<file path="src/inc/rbmc_map.vh">
// Register indices, field positions, reset values and timing counts of the mode config block.
`ifndef RBMC_MAP_VH
`define RBMC_MAP_VH

// Register indices; the byte address on the bus is four times the index.
`define RBMC_IDX_AMP_TICK 10'h015
`define RBMC_IDX_PA_ON_LOW 10'h016
`define RBMC_IDX_PA_ON_CTRL 10'h017
`define RBMC_IDX_TX_ON_CTRL 10'h018
`define RBMC_IDX_SOFT_RST 10'h02a
`define RBMC_IDX_TX_STBL 10'h02e
`define RBMC_IDX_HR_EN 10'h038
`define RBMC_IDX_PREAMBLE 10'h03b
`define RBMC_IDX_CS 10'h03c
`define RBMC_IDX_FE_SEL 10'h22f

// Field positions.
`define RBMC_HR_EN_BIT 0
`define RBMC_RST_MAC_BIT 0
`define RBMC_RST_BB_BIT 1
`define RBMC_RST_PWR_BIT 2
`define RBMC_FE_SEL_MSB 2
`define RBMC_FE_SEL_LSB 0
`define RBMC_FE_SEL_EXT 3'h7

// Over-the-air rates in kbps.
`define RBMC_RATE_NORMAL_KBPS 10'h0fa
`define RBMC_RATE_HIGH_KBPS 10'h271

// Reset values of the stored registers.
`define RBMC_RST_AMP_TICK 8'h00
`define RBMC_RST_PA_ON_LOW 8'h00
`define RBMC_RST_PA_ON_CTRL 5'h00
`define RBMC_RST_TX_ON_CTRL 7'h00
`define RBMC_RST_TX_STBL 8'h00
`define RBMC_RST_HR_EN 1'h0
`define RBMC_RST_PREAMBLE 7'h00
`define RBMC_RST_CS 6'h00
`define RBMC_RST_FE_SEL 5'h00
`define RBMC_RST_PV_THR 4'h0

// Timing of the soft reset pulses.
`define RBMC_CLK_PERIOD_NS 40
`define RBMC_SOFT_RST_NS 400
`define RBMC_SOFT_RST_CYC ((`RBMC_SOFT_RST_NS + `RBMC_CLK_PERIOD_NS - 1) / `RBMC_CLK_PERIOD_NS)

// Bus responses.
`define RBMC_RESP_OKAY 2'h0
`define RBMC_RESP_SLVERR 2'h2

`endif

</file>
<file path="src/rtl/rbmc_top.v">
// Baseband and RF front-end mode configuration registers behind an AXI4-Lite slave.
//
// Operation
// - High-rate mode runs 625 instead of 250 kbps.
// - Bit 0 of register 0x38 enables high rate.
// - Baseband reset request finishes the mode change.
// - Value 111 hands pins 0-2 to amplifiers.
// - Pins 0,1 high on transmit; pin 2 inverse.
// - Amplifier pins follow RF state, not software.
//
// Implementation choice: register access over AXI4-Lite.
`timescale 1ns/1ps
`include "rbmc_map.vh"
module rbmc_top #(
  parameter RST_CYCLES = `RBMC_SOFT_RST_CYC
) (
  input wire aclk,
  input wire aresetn,
  input wire [11:0] s_axi_awaddr,
  input wire [2:0] s_axi_awprot,
  input wire s_axi_awvalid,
  output reg s_axi_awready,
  input wire [31:0] s_axi_wdata,
  input wire [3:0] s_axi_wstrb,
  input wire s_axi_wvalid,
  output reg s_axi_wready,
  output reg [1:0] s_axi_bresp,
  output reg s_axi_bvalid,
  input wire s_axi_bready,
  input wire [11:0] s_axi_araddr,
  input wire [2:0] s_axi_arprot,
  input wire s_axi_arvalid,
  output reg s_axi_arready,
  output reg [31:0] s_axi_rdata,
  output reg [1:0] s_axi_rresp,
  output reg s_axi_rvalid,
  input wire s_axi_rready,
  input wire rf_tx_active,
  input wire [2:0] gen_gpio_out,
  input wire [2:0] gen_gpio_oe,
  output wire [2:0] gpio_out,
  output wire [2:0] gpio_oe,
  output reg high_rate_active,
  output reg [9:0] over_air_rate_kbps,
  output wire baseband_reset,
  output wire mac_reset,
  output wire power_block_reset,
  output reg [3:0] preamble_valid_threshold,
  output reg [2:0] preamble_detect_threshold,
  output reg [2:0] carrier_sense_threshold,
  output reg [2:0] preamble_count,
  output reg [8:0] power_amp_on_time,
  output reg [8:0] tx_on_time,
  output reg [3:0] rf_stabilize_time,
  output reg [3:0] short_ifs_time
);

  // Stored register contents; reserved bits are not kept and read as zero.
  reg [7:0] amp_on_time_high_and_tick;
  reg [7:0] power_amp_on_time_low;
  reg [4:0] power_amp_on_time_ctrl;
  reg [6:0] tx_on_time_ctrl; // Bit 6 holds the FIFO enable bit, bits 5:0 the rest.
  reg [7:0] tx_stabilize_ifs;
  reg high_rate_enable;
  reg [6:0] preamble_threshold; // Register bits 7:1.
  reg [5:0] carrier_sense_preamble; // Register bits 7:2.
  reg [4:0] front_end_pin_select; // Register bits 4:0.

  // Write channel holding registers; address and data may come in either order.
  reg aw_held;
  reg w_held;
  reg [9:0] wr_idx;
  reg [7:0] wr_byte;
  reg wr_lane0;

  // Soft reset starts, one per circuit block, and their status.
  reg [2:0] rst_start;
  wire [2:0] rst_busy;
  wire [2:0] rst_done;

  // Combined decode results.
  reg wr_hit;
  reg rd_hit;
  reg [7:0] rd_byte;
  wire wr_fire;
  wire [9:0] rd_idx;
  wire ext_amp_sel; // High while the RF state machine owns pins 0 to 2.

  // A store waits for the previous response to be taken, so a stalled bready loses nothing.
  assign wr_fire = aw_held && w_held && !s_axi_bvalid;
  assign rd_idx = s_axi_araddr[11:2];
  assign baseband_reset = rst_busy[`RBMC_RST_BB_BIT];
  assign mac_reset = rst_busy[`RBMC_RST_MAC_BIT];
  assign power_block_reset = rst_busy[`RBMC_RST_PWR_BIT];
  assign ext_amp_sel = (front_end_pin_select[2:0] == `RBMC_FE_SEL_EXT);

  // Write address decode; only the index bits matter, low address bits are ignored.
  always @* begin
    case (wr_idx)
      `RBMC_IDX_AMP_TICK, `RBMC_IDX_PA_ON_LOW, `RBMC_IDX_PA_ON_CTRL,
      `RBMC_IDX_TX_ON_CTRL, `RBMC_IDX_SOFT_RST, `RBMC_IDX_TX_STBL,
      `RBMC_IDX_HR_EN, `RBMC_IDX_PREAMBLE, `RBMC_IDX_CS,
      `RBMC_IDX_FE_SEL: begin
        wr_hit = 1'b1;
      end
      default: begin
        wr_hit = 1'b0;
      end
    endcase
  end

  // Read multiplexer; soft reset bits show whether each pulse is still running.
  always @* begin
    rd_hit = 1'b1;
    rd_byte = 8'h00;
    case (rd_idx)
      `RBMC_IDX_AMP_TICK: begin
        rd_byte = amp_on_time_high_and_tick;
      end
      `RBMC_IDX_PA_ON_LOW: begin
        rd_byte = power_amp_on_time_low;
      end
      `RBMC_IDX_PA_ON_CTRL: begin
        rd_byte = {3'h0, power_amp_on_time_ctrl};
      end
      `RBMC_IDX_TX_ON_CTRL: begin
        rd_byte = {tx_on_time_ctrl[6], 1'b0, tx_on_time_ctrl[5:0]};
      end
      `RBMC_IDX_SOFT_RST: begin
        rd_byte = {5'h00, rst_busy};
      end
      `RBMC_IDX_TX_STBL: begin
        rd_byte = tx_stabilize_ifs;
      end
      `RBMC_IDX_HR_EN: begin
        rd_byte = {7'h00, high_rate_enable};
      end
      `RBMC_IDX_PREAMBLE: begin
        rd_byte = {preamble_threshold, 1'b0};
      end
      `RBMC_IDX_CS: begin
        rd_byte = {carrier_sense_preamble, 2'h0};
      end
      `RBMC_IDX_FE_SEL: begin
        rd_byte = {3'h0, front_end_pin_select};
      end
      default: begin
        // Unmapped indices read as zero and answer with an error.
        rd_hit = 1'b0;
      end
    endcase
  end

  // Write channel: take address and data separately, answer once both are in.
  always @(posedge aclk) begin
    if (!aresetn) begin
      s_axi_awready <= 1'b0;
      s_axi_wready <= 1'b0;
      s_axi_bvalid <= 1'b0;
      s_axi_bresp <= `RBMC_RESP_OKAY;
      aw_held <= 1'b0;
      w_held <= 1'b0;
      wr_idx <= 10'h000;
      wr_byte <= 8'h00;
      wr_lane0 <= 1'b0;
    end else begin
      // Ready is offered one cycle after valid so a held beat is never overwritten.
      s_axi_awready <= !aw_held && s_axi_awvalid && !s_axi_awready;
      s_axi_wready <= !w_held && s_axi_wvalid && !s_axi_wready;
      if (s_axi_awvalid && s_axi_awready) begin
        aw_held <= 1'b1;
        wr_idx <= s_axi_awaddr[11:2];
      end
      if (s_axi_wvalid && s_axi_wready) begin
        w_held <= 1'b1;
        wr_byte <= s_axi_wdata[7:0];
        wr_lane0 <= s_axi_wstrb[0];
      end
      // The beat pair is retired and its response raised in the cycle of the store.
      if (wr_fire) begin
        aw_held <= 1'b0;
        w_held <= 1'b0;
        s_axi_bvalid <= 1'b1;
        s_axi_bresp <= wr_hit ? `RBMC_RESP_OKAY : `RBMC_RESP_SLVERR;
      end else if (s_axi_bvalid && s_axi_bready) begin
        s_axi_bvalid <= 1'b0;
      end
    end
  end

  // Register storage; only byte lane 0 carries data, the upper lanes are ignored.
  always @(posedge aclk) begin
    if (!aresetn) begin
      amp_on_time_high_and_tick <= `RBMC_RST_AMP_TICK;
      power_amp_on_time_low <= `RBMC_RST_PA_ON_LOW;
      power_amp_on_time_ctrl <= `RBMC_RST_PA_ON_CTRL;
      tx_on_time_ctrl <= `RBMC_RST_TX_ON_CTRL;
      tx_stabilize_ifs <= `RBMC_RST_TX_STBL;
      high_rate_enable <= `RBMC_RST_HR_EN;
      preamble_threshold <= `RBMC_RST_PREAMBLE;
      carrier_sense_preamble <= `RBMC_RST_CS;
      front_end_pin_select <= `RBMC_RST_FE_SEL;
      rst_start <= 3'h0;
    end else begin
      rst_start <= 3'h0;
      if (wr_fire && wr_lane0) begin
        case (wr_idx)
          `RBMC_IDX_AMP_TICK: begin
            amp_on_time_high_and_tick <= wr_byte;
          end
          `RBMC_IDX_PA_ON_LOW: begin
            power_amp_on_time_low <= wr_byte;
          end
          `RBMC_IDX_PA_ON_CTRL: begin
            power_amp_on_time_ctrl <= wr_byte[4:0];
          end
          `RBMC_IDX_TX_ON_CTRL: begin
            tx_on_time_ctrl <= {wr_byte[7], wr_byte[5:0]};
          end
          `RBMC_IDX_SOFT_RST: begin
            // Writing one starts a pulse; writing zero has no effect.
            rst_start <= wr_byte[2:0];
          end
          `RBMC_IDX_TX_STBL: begin
            tx_stabilize_ifs <= wr_byte;
          end
          `RBMC_IDX_HR_EN: begin
            high_rate_enable <= wr_byte[`RBMC_HR_EN_BIT];
          end
          `RBMC_IDX_PREAMBLE: begin
            // The host is expected to put 0011 here for high rate.
            preamble_threshold <= wr_byte[7:1];
          end
          `RBMC_IDX_CS: begin
            // The host is expected to put 010 here for high rate.
            carrier_sense_preamble <= wr_byte[7:2];
          end
          `RBMC_IDX_FE_SEL: begin
            front_end_pin_select <= wr_byte[4:0];
          end
          default: begin
            // Unmapped indices store nothing; the response already reports the error.
            rst_start <= 3'h0;
          end
        endcase
      end
    end
  end

  // Read channel: one read at a time, data one cycle after the address is taken.
  always @(posedge aclk) begin
    if (!aresetn) begin
      s_axi_arready <= 1'b0;
      s_axi_rvalid <= 1'b0;
      s_axi_rdata <= 32'h00000000;
      s_axi_rresp <= `RBMC_RESP_OKAY;
    end else begin
      // No address is taken while read data stands, so unread data is never overwritten.
      s_axi_arready <= s_axi_arvalid && !s_axi_arready && !s_axi_rvalid;
      if (s_axi_arvalid && s_axi_arready) begin
        s_axi_rvalid <= 1'b1;
        s_axi_rdata <= {24'h000000, rd_byte};
        s_axi_rresp <= rd_hit ? `RBMC_RESP_OKAY : `RBMC_RESP_SLVERR;
      end else if (s_axi_rvalid && s_axi_rready) begin
        s_axi_rvalid <= 1'b0;
      end
    end
  end

  // Baseband-facing settings. The rate and thresholds take effect only when the
  // baseband reset completes, so the modem never switches rate inside a frame.
  always @(posedge aclk) begin
    if (!aresetn) begin
      high_rate_active <= 1'b0;
      over_air_rate_kbps <= `RBMC_RATE_NORMAL_KBPS;
      // The modem starts at the normal rate with every threshold cleared.
      preamble_valid_threshold <= `RBMC_RST_PV_THR;
      preamble_detect_threshold <= 3'h0;
      carrier_sense_threshold <= 3'h0;
      preamble_count <= 3'h0;
    end else if (rst_done[`RBMC_RST_BB_BIT]) begin
      high_rate_active <= high_rate_enable;
      if (high_rate_enable) begin
        over_air_rate_kbps <= `RBMC_RATE_HIGH_KBPS;
      end else begin
        over_air_rate_kbps <= `RBMC_RATE_NORMAL_KBPS;
      end
      preamble_valid_threshold <= preamble_threshold[6:3];
      preamble_detect_threshold <= preamble_threshold[2:0];
      carrier_sense_threshold <= carrier_sense_preamble[5:3];
      preamble_count <= carrier_sense_preamble[2:0];
    end
  end

  // Amplifier timing settings are copied from their registers through one flip-flop stage.
  always @(posedge aclk) begin
    if (!aresetn) begin
      power_amp_on_time <= 9'h000;
      tx_on_time <= 9'h000;
      rf_stabilize_time <= 4'h0;
      short_ifs_time <= 4'h0;
    end else begin
      // The extra stage keeps every output on a flip-flop, at one cycle of latency.
      power_amp_on_time <= {power_amp_on_time_ctrl[0], power_amp_on_time_low};
      tx_on_time <= {tx_on_time_ctrl[1:0], amp_on_time_high_and_tick[7:1]};
      rf_stabilize_time <= tx_stabilize_ifs[7:4];
      short_ifs_time <= tx_stabilize_ifs[3:0];
    end
  end

  // One pulse generator for each of the MAC, baseband and power block resets.
  genvar gi;
  // Each block has its own counter, so pulses for different blocks may overlap freely.
  generate
    for (gi = 0; gi < 3; gi = gi + 1) begin : g_rst
      rbmc_soft_rst #(
        .CYCLES(RST_CYCLES),
        .CW(8)
      ) u_rst (
        .aclk(aclk),
        .aresetn(aresetn),
        .start(rst_start[gi]),
        .busy(rst_busy[gi]),
        .done(rst_done[gi])
      );
    end
  endgenerate

  // Pin driver; external amplifier control only for the exact value 111.
  // Bits 4:3 of the select register are kept for software only and never reach the pins.
  rbmc_fe_pins u_pins (
    .aclk(aclk),
    .aresetn(aresetn),
    .ext_amp_en(ext_amp_sel),
    .rf_tx_active(rf_tx_active),
    .gen_gpio_out(gen_gpio_out),
    .gen_gpio_oe(gen_gpio_oe),
    .gpio_out(gpio_out),
    .gpio_oe(gpio_oe)
  );

endmodule

</file>
<file path="src/rtl/rbmc_soft_rst.v">
// Self-clearing soft reset pulse generator for one circuit block.
`timescale 1ns/1ps
module rbmc_soft_rst #(
  parameter CYCLES = 10,
  parameter CW = 8
) (
  input wire aclk,
  input wire aresetn,
  input wire start,
  output reg busy,
  output reg done
);

  // Cycles left in the running reset pulse.
  reg [CW-1:0] count;

  // A start while busy is ignored; the pulse is never stretched by a repeat request.
  always @(posedge aclk) begin
    if (!aresetn) begin
      busy <= 1'b0;
      done <= 1'b0;
      count <= {CW{1'b0}};
    end else begin
      done <= 1'b0;
      if (!busy) begin
        if (start) begin
          busy <= 1'b1;
          count <= CYCLES[CW-1:0] - {{(CW-1){1'b0}}, 1'b1};
        end
      end else if (count == {CW{1'b0}}) begin
        // Release; the request bit then reads back as zero.
        busy <= 1'b0;
        done <= 1'b1;
      end else begin
        count <= count - {{(CW-1){1'b0}}, 1'b1};
      end
    end
  end

endmodule

</file>
<file path="src/rtl/rbmc_fe_pins.v">
// Front-end pin driver: general purpose pins 0 to 2 or external amplifier control.
`timescale 1ns/1ps
module rbmc_fe_pins (
  input wire aclk,
  input wire aresetn,
  input wire ext_amp_en,
  input wire rf_tx_active,
  input wire [2:0] gen_gpio_out,
  input wire [2:0] gen_gpio_oe,
  output reg [2:0] gpio_out,
  output reg [2:0] gpio_oe
);

  // Pins are registered so the pads see clean levels with no decode glitches.
  always @(posedge aclk) begin
    if (!aresetn) begin
      gpio_out <= 3'h0;
      gpio_oe <= 3'h0;
    end else if (ext_amp_en) begin
      // Only the RF state machine steers the pins here; no register can.
      gpio_oe <= 3'h7;
      if (rf_tx_active) begin
        gpio_out <= 3'h3;
      end else begin
        // Idle is treated as receive so the low-noise path stays selected.
        gpio_out <= 3'h4;
      end
    end else begin
      gpio_out <= gen_gpio_out;
      gpio_oe <= gen_gpio_oe;
    end
  end

endmodule

</file>
<file path="config.mk">
export PLATFORM = sky130hd
export DESIGN_NAME = rbmc_top
export DESIGN_NICKNAME = d
export VERILOG_FILES = /design/src/rtl/rbmc_top.v /design/src/rtl/rbmc_soft_rst.v /design/src/rtl/rbmc_fe_pins.v
export VERILOG_INCLUDE_DIRS = /design/src /design/src/inc
export SDC_FILE = /design/constraint.sdc
export NUM_CORES = 1
export LEC_CHECK = 0
export BUFFER_PORTS_ARGS = -buffer_cell sky130_fd_sc_hd__buf_2
export CAP_MARGIN = 25
export CORE_ASPECT_RATIO = 0.75
export CORE_MARGIN = 3
export CORE_UTILIZATION = 49
export CTS_BUF_LIST = sky130_fd_sc_hd__clkbuf_2 sky130_fd_sc_hd__clkbuf_4 sky130_fd_sc_hd__clkbuf_8
export DETAILED_ROUTE_END_ITERATION = 12
export GPL_ROUTABILITY_DRIVEN = 0
export GPL_TIMING_DRIVEN = 1
export PLACE_DENSITY_LB_ADDON = 0.25
export SLEW_MARGIN = 10
export SYNTH_ARGS = -nofsm -noshare
export SYNTH_HDL_FRONTEND = slang
export SYNTH_HIERARCHICAL = 1
export SYNTH_SLANG_ARGS = --single-unit
export TNS_END_PERCENT = 10
</file>
<file path="constraint.sdc">
create_clock -name aclk -period 2.8 [get_ports aclk]
set_input_delay 0.42 -clock aclk [delete_from_list [all_inputs] [get_ports aclk]]
set_output_delay 0.42 -clock aclk [all_outputs]
set_load 0.1 [all_outputs]
</file>
==> results of run 1 <==
final cells by class:
| cell class | instances | area share, % |
|---|---|---|
| well taps | 200 | 2.97 |
| multi-input cells | 575 | 43.6 |
| inverters | 22 | 0.979 |
| clock buffers | 18 | 2.94 |
| flip-flops and latches | 169 | 40.1 |
| clock inverters | 14 | 2.19 |
| repair buffers | 117 | 7.27 |
through the flow:
stage	area (um^2)	utilization, %	hold slack (ns)	worst slack, ns
final	8440	57.2	0.160	0.745
after floorplan	7610	-	0.425	0.469
after global routing	8440	57.2	0.145	0.635
after CTS	8440	57.2	0.138	0.700
after global placement	8000	54.3	0.439	0.683
after detailed placement	8000	54.3	0.435	0.661
metal layers:
layer	up-vias	share of wire, %
met5	-	0
met4	0	0.67
met3	13	8.4
met2	232	39
met1	2760	52
li1	2984	-
power breakdown:
part           internal, mW  switching (mW)  leakage [nW]
registers              2.42          0.0244          1.36
clock network         0.931           0.949         0.219
logic                0.0670           0.359          1.94
total                  3.42            1.33          3.52
flip-flops by register name (all words and copies together) (netlist names), 5 cells and up:
register                   count
carrier_sense_preamble         6
tx_on_time_ctrl                7
s_axi_rdata                    8
front_end_pin_select           5
power_amp_on_time_ctrl         5
g_rst.u_rst/count             24
power_amp_on_time              9
amp_on_time_high_and_tick      8
preamble_threshold             7
wr_idx                        10
tx_stabilize_ifs               8
power_amp_on_time_low          8
tx_on_time                     9
wr_byte                        8
worst min-delay path by stage:
stage | endpoint | depth (start not counted) | from | slack (ns)
6_report | u_pins/gpio_oe[0] | 2 | gen_gpio_oe[0] | 0.16
4_1_cts | u_pins/gpio_oe[0] | 2 | gen_gpio_oe[0] | 0.14
3_5_place_dp | s_axi_arready | 1 | s_axi_rvalid | 0.43
3_3_place_gp | s_axi_arready | 1 | s_axi_rvalid | 0.44
5_1_grt | u_pins/gpio_oe[2] | 2 | gen_gpio_oe[2] | 0.14
2_1_floorplan | rf_stabilize_time[0] | 2 | tx_stabilize_ifs[4] | 0.42
worst register-to-register path: stages, from the launching register on:
cell,delay [ns]
dfxtp_1,0.39
nand2_1,0.24
or4_1,0.53
o22ai_1,0.20
or2_1,0.28
o221a_1,0.22
placed cells by master (no fill, tap or decap), types with 8 or more instances in the layout:
master / count
and2_1: 37
o21ai_0: 13
inv_1: 21
mux2i_1: 71
clkbuf_8: 18
and3_1: 12
a21oi_1: 37
nor3_1: 12
nand2_1: 71
a22o_1: 8
conb_1: 31
dfxtp_1: 169
buf_2: 111
nand3_1: 22
nand2b_1: 18
nor2_1: 88
==> flow_summary.json, run 1 <==
{
  "cp_cell_sequence": "buf_2",
  "worstPathMaxFanout": 15,
  "worst_pin_slew_ns": 0.917,
  "setup_viol": 0,
  "crit_path_end": "baseband_reset",
  "clock_skew_ns": 0.0104,
  "r2r_start": "s_axi_arready",
  "ff2ff_path_depth": 5,
  "dp_cells": 1083,
  "clock-sinks": 169,
  "rsz0062_at_grt": "no",
  "arrival_ns": 1.64,
  "p_leak_nw": 3.52,
  "syn_to_final_growth_pct": 12.5,
  "grt.met3_usage_pct": 4.92,
  "cpPeakStageDelay_ns": 0.66,
  "drc_errors": 0,
  "stdcell_count": 1115,
  "total_power_mw": 4.75,
  "finalSetupTns_ns": 0,
  "initial_core_util_pct": 50.9,
  "met1_usage_pct": 34.3,
  "wirelength_mm": 17.9,
  "grt_pass1_wl_mm": 28.6,
  "critPathLaunch": "g_rst[1].u_rst/busy",
  "finalNetCount": 985,
  "slew_violations": 0,
  "cap_violations": 0,
  "criticalPathCategory": "reg -> out",
  "pin_count": 180,
  "postRouteAntennaNets": 0,
  "path_clk_slew_ns": 0.09,
  "num_antenna_cells": 0,
  "dp_hpwl_mm": 12.8,
  "top_usage_layer": "met1",
  "worstSkewPairLatency_ns": 0.45,
  "irDropWorstVdd_mv": 0.284,
  "drt-pass1-iter-count": 5,
  "slowest_stage": "dfxtp_1",
  "final.min_clock_period_ns": 2.06,
  "track_usage_pct": 21.3,
  "synth_area_um2": 7500,
  "use_met2_pct": 28.3,
  "die_w_um": 149,
  "fmax_ghz": 0.487,
  "wl_per_cell_um": 16.0,
  "htree_num_levels": 4,
  "cts_root_buf": "clkbuf_8",
  "cts_resized": 0,
  "grt_max_degree": 74,
  "netlist_instances": 813,
  "routed_via_density": 5.37,
  "drt-initial-drc-count": 455,
  "max-slew-margin-rel_pct": 37.3,
  "grt_pass1_vias": 5334,
  "endpoint_kind": "output port",
  "rr_endpoint": "s_axi_rdata[5]",
  "vias": 5989,
  "period_share_pct": 73.4,
  "crit_buf_inv": 1,
  "min_path_type": "in -> reg",
  "port-buffer-count": 111,
  "critPathTopFamily": "flip-flops",
  "required_ns": 2.38,
  "fillers": 1342,
  "fp.coreArea_um2": 14700,
  "antenna_found_initial": 0,
  "cts_tree": "built",
  "post-cts-setup-buffers": 0,
  "startpoint_type": "flip-flop",
  "grt_overflow_total": 0,
  "outcome": "finished, final reports clean",
  "critical_path_depth": 1,
  "die-area_um2": 16800,
  "register_area_um2": 3380,
  "cts_buffers": 17,
  "rows": 38,
  "ys.warnings.count": 6,
  "drive_gt1_share_pct": 19.3,
  "multiInputGateArea_um2": 3670,
  "cts_hold_buffers": 0,
  "cts_buffer_depth": 2,
  "avgSynthCellArea_um2": 9.22,
  "hold_viol": 0,
  "die-height_um": 113,
  "p_per_area_nw_per_um2": 563,
  "rrSetupSlack_ns": 0.89
}
Note: power is estimated with default switching activity, not from simulation.
==> run 2: changes to the inputs <==
==> constraint.sdc (replaced) <==
create_clock -name aclk -period 1.7 [get_ports aclk]
set_input_delay 0.255 -clock aclk [delete_from_list [all_inputs] [get_ports aclk]]
set_output_delay 0.255 -clock aclk [all_outputs]
set_load 0.1 [all_outputs]
==> run 2 against run 1 <==
- the run now ends with negative setup slack left
- global-route usage increased by 0.67 points
- clock skew about the same
- critical path depth increased by 4
- first-iteration DRC count increased by 9.9%
- utilization increased by 4.4 points
- register-to-register slack got worse by 0.97 ns
- final area increased by 7.8%
- via count increased by 5.6%
- setup slack got worse by 0.82 ns
- non-clock buffer count increased by 74
- combinational power increased by 82%
- cell count increased by 6.6%
- critical path type is now reg -> reg
- critical endpoint is now preamble_threshold[2]
==> flow_summary.json, run 2 (synthesis gave the netlist of run 1 again) <==
{
  "drt-pass1-iter-count": 5,
  "slew_violations": 0,
  "routed_via_density": 5.32,
  "fillers": 1281,
  "setup_viol": 22,
  "cts_root_buf": "clkbuf_8",
  "worstPathMaxFanout": 7,
  "top_register": "g_rst.u_rst/count",
  "grt_max_degree": 38,
  "worst_pin_slew_ns": 0.598,
  "pwr-share-seq_pct": 51.9,
  "ff2ff_path_depth": 5,
  "outcome": "finished, violations left",
  "htree_num_levels": 4,
  "p_sw_share_pct": 28.6,
  "p_leak_nw": 3.89,
  "setup_slack_ns": -0.0787,
  "required_ns": 2.05,
  "port-buffer-count": 111,
  "grt_pass1_vias": 5457,
  "period_share_pct": 105,
  "wirelength_mm": 18.9,
  "endpoint_kind": "flip-flop",
  "path_clk_slew_ns": 0.09,
  "rows": 38,
  "hold_viol": 0,
  "whs_endpoint": "wr_byte[1]",
  "fmax_ghz": 0.562,
  "final.min_clock_period_ns": 1.78,
  "fin_util_pct": 61.7,
  "die-height_um": 113,
  "fp.coreArea_um2": 14700,
  "p_switching_mw": 2.22,
  "final_common_cell": "dfxtp_1",
  "cap_violations": 0,
  "p_comb_share_pct": 10.0,
  "initial_core_util_pct": 50.9,
  "finalNetCount": 1059,
  "reg_top3": "g_rst.u_rst/count (24), wr_idx (10)",
  "irDropWorstVdd_mv": 0.480,
  "max-slew-margin-rel_pct": 59.1,
  "pin_count": 180,
  "antenna_found_initial": 0,
  "die_w_um": 149,
  "r2r_start": "wr_idx[7]",
  "drive_gt1_share_pct": 26.8,
  "arrival_ns": 2.13,
  "num_antenna_cells": 0,
  "cts_tree": "built",
  "startpoint_type": "flip-flop",
  "criticalPathCategory": "reg -> reg",
  "postRouteAntennaNets": 0,
  "min_path_type": "in -> reg",
  "cts_buffer_depth": 2,
  "layout_common_cells": "dfxtp_1, buf_2, nor2_1",
  "drc_errors": 0,
  "die-area_um2": 16800,
  "rrSetupSlack_ns": -0.08,
  "clock-sinks": 169,
  "rsz0062_at_grt": "yes",
  "grt_overflow_total": 0,
  "wl_per_cell_um": 15.9,
  "syn_to_final_growth_pct": 21.2,
  "dp_hpwl_mm": 13.9,
  "drt-initial-drc-count": 500,
  "track_usage_pct": 22.0,
  "largest_register_ffs": 24,
  "clock_skew_ns": 0.0104,
  "p_int_mw": 5.53,
  "vias": 6323,
  "finalSetupTns_ns": -1.12,
  "violations": "negative setup slack",
  "min_from": "s_axi_wdata[1]",
  "hold_ws_ns": 0.0299,
  "p_per_area_nw_per_um2": 853,
  "worstSkewPairLatency_ns": 0.45,
  "rr_endpoint": "preamble_threshold[2]",
  "grt_pass1_wl_mm": 29.5,
  "worst_hold_path.num_cells": 3,
  "power_frac_clock_pct": 38.1,
  "cts_buffers": 17
}
==> run 2: cell count changes in the layout (fill, tap and decap cells not counted), sizes merged <==
cell / change
dlygate4sd3: +3
clkbuf: +1
buf: +70
clkinv: -1
bufinv: -1
clkinvlp: +1
inv: +1
==> run 2: layout make-up <==
type	count	area, um^2	share of cell area, %
Clock buffer	18	248	2.73
Clock inverter	14	160	1.76
Inverter	22	82.6	0.908
Multi-Input combinational cell	575	3740	41.1
Sequential cell	169	3390	37.3
Tap cell	200	250	2.75
Timing Repair Buffer	191	1220	13.4
==> run 2: power by group through the flow <==
stage                     clock [mW]  sequential [mW]  combinational (mW)
final                           2.96             4.02               0.774
after global routing            3.17             4.03               0.813
after CTS                       3.00             4.02               0.769
after detailed placement           0             4.11               0.761
after global placement             0             4.11               0.757
after floorplan                    0             4.21               0.524
==> run 2: per-layer routing <==
layer	routed length [um]	up-vias	GRT usage (%)
met5	0	-	0
met4	199	0	5.12
met3	1500	14	4.44
met2	7380	234	29.3
met1	9840	2959	35.7
li1	-	3116	-
==> run 2: worst max path at each step <==
stage	from	endpoint
after floorplan	g_rst[0].u_rst/busy	g_rst[0].u_rst/count[0]
after global placement	s_axi_araddr[2]	s_axi_rdata[0]
after detailed placement	s_axi_araddr[5]	s_axi_rdata[0]
after CTS	wr_idx[7]	preamble_threshold[0]
after global routing	wr_idx[7]	carrier_sense_preamble[1]
final	wr_idx[7]	preamble_threshold[2]
==> run 2: metrics by stage <==
stage	power (mW)	instances	setup slack, ns	area (um^2)
after floorplan	4.73	842	-0.213	7620
after global placement	4.87	1153	-0.173	8580
after detailed placement	4.87	1153	-0.164	8580
after CTS	7.79	1188	-0.0881	9020
after global routing	8.01	1189	-0.168	9090
final	7.75	1189	-0.0787	9090
==> run 2: repair_timing <==
action	in CTS	in global routing
resized for setup	3	15
pin swaps	4	4
setup buffers	0	1
hold endpoints to repair	3	0
endpoints found under the setup margin	36	66
hold buffers	3	0
==> run 2: worst max-delay path, cell delays in order, from the launching register on <==
cell and delay (ns):
dfxtp_2 0.33, or4b_4 0.62, nor4_4 0.18, and2_4 0.27, mux2i_1 0.20, nor2_1 0.07
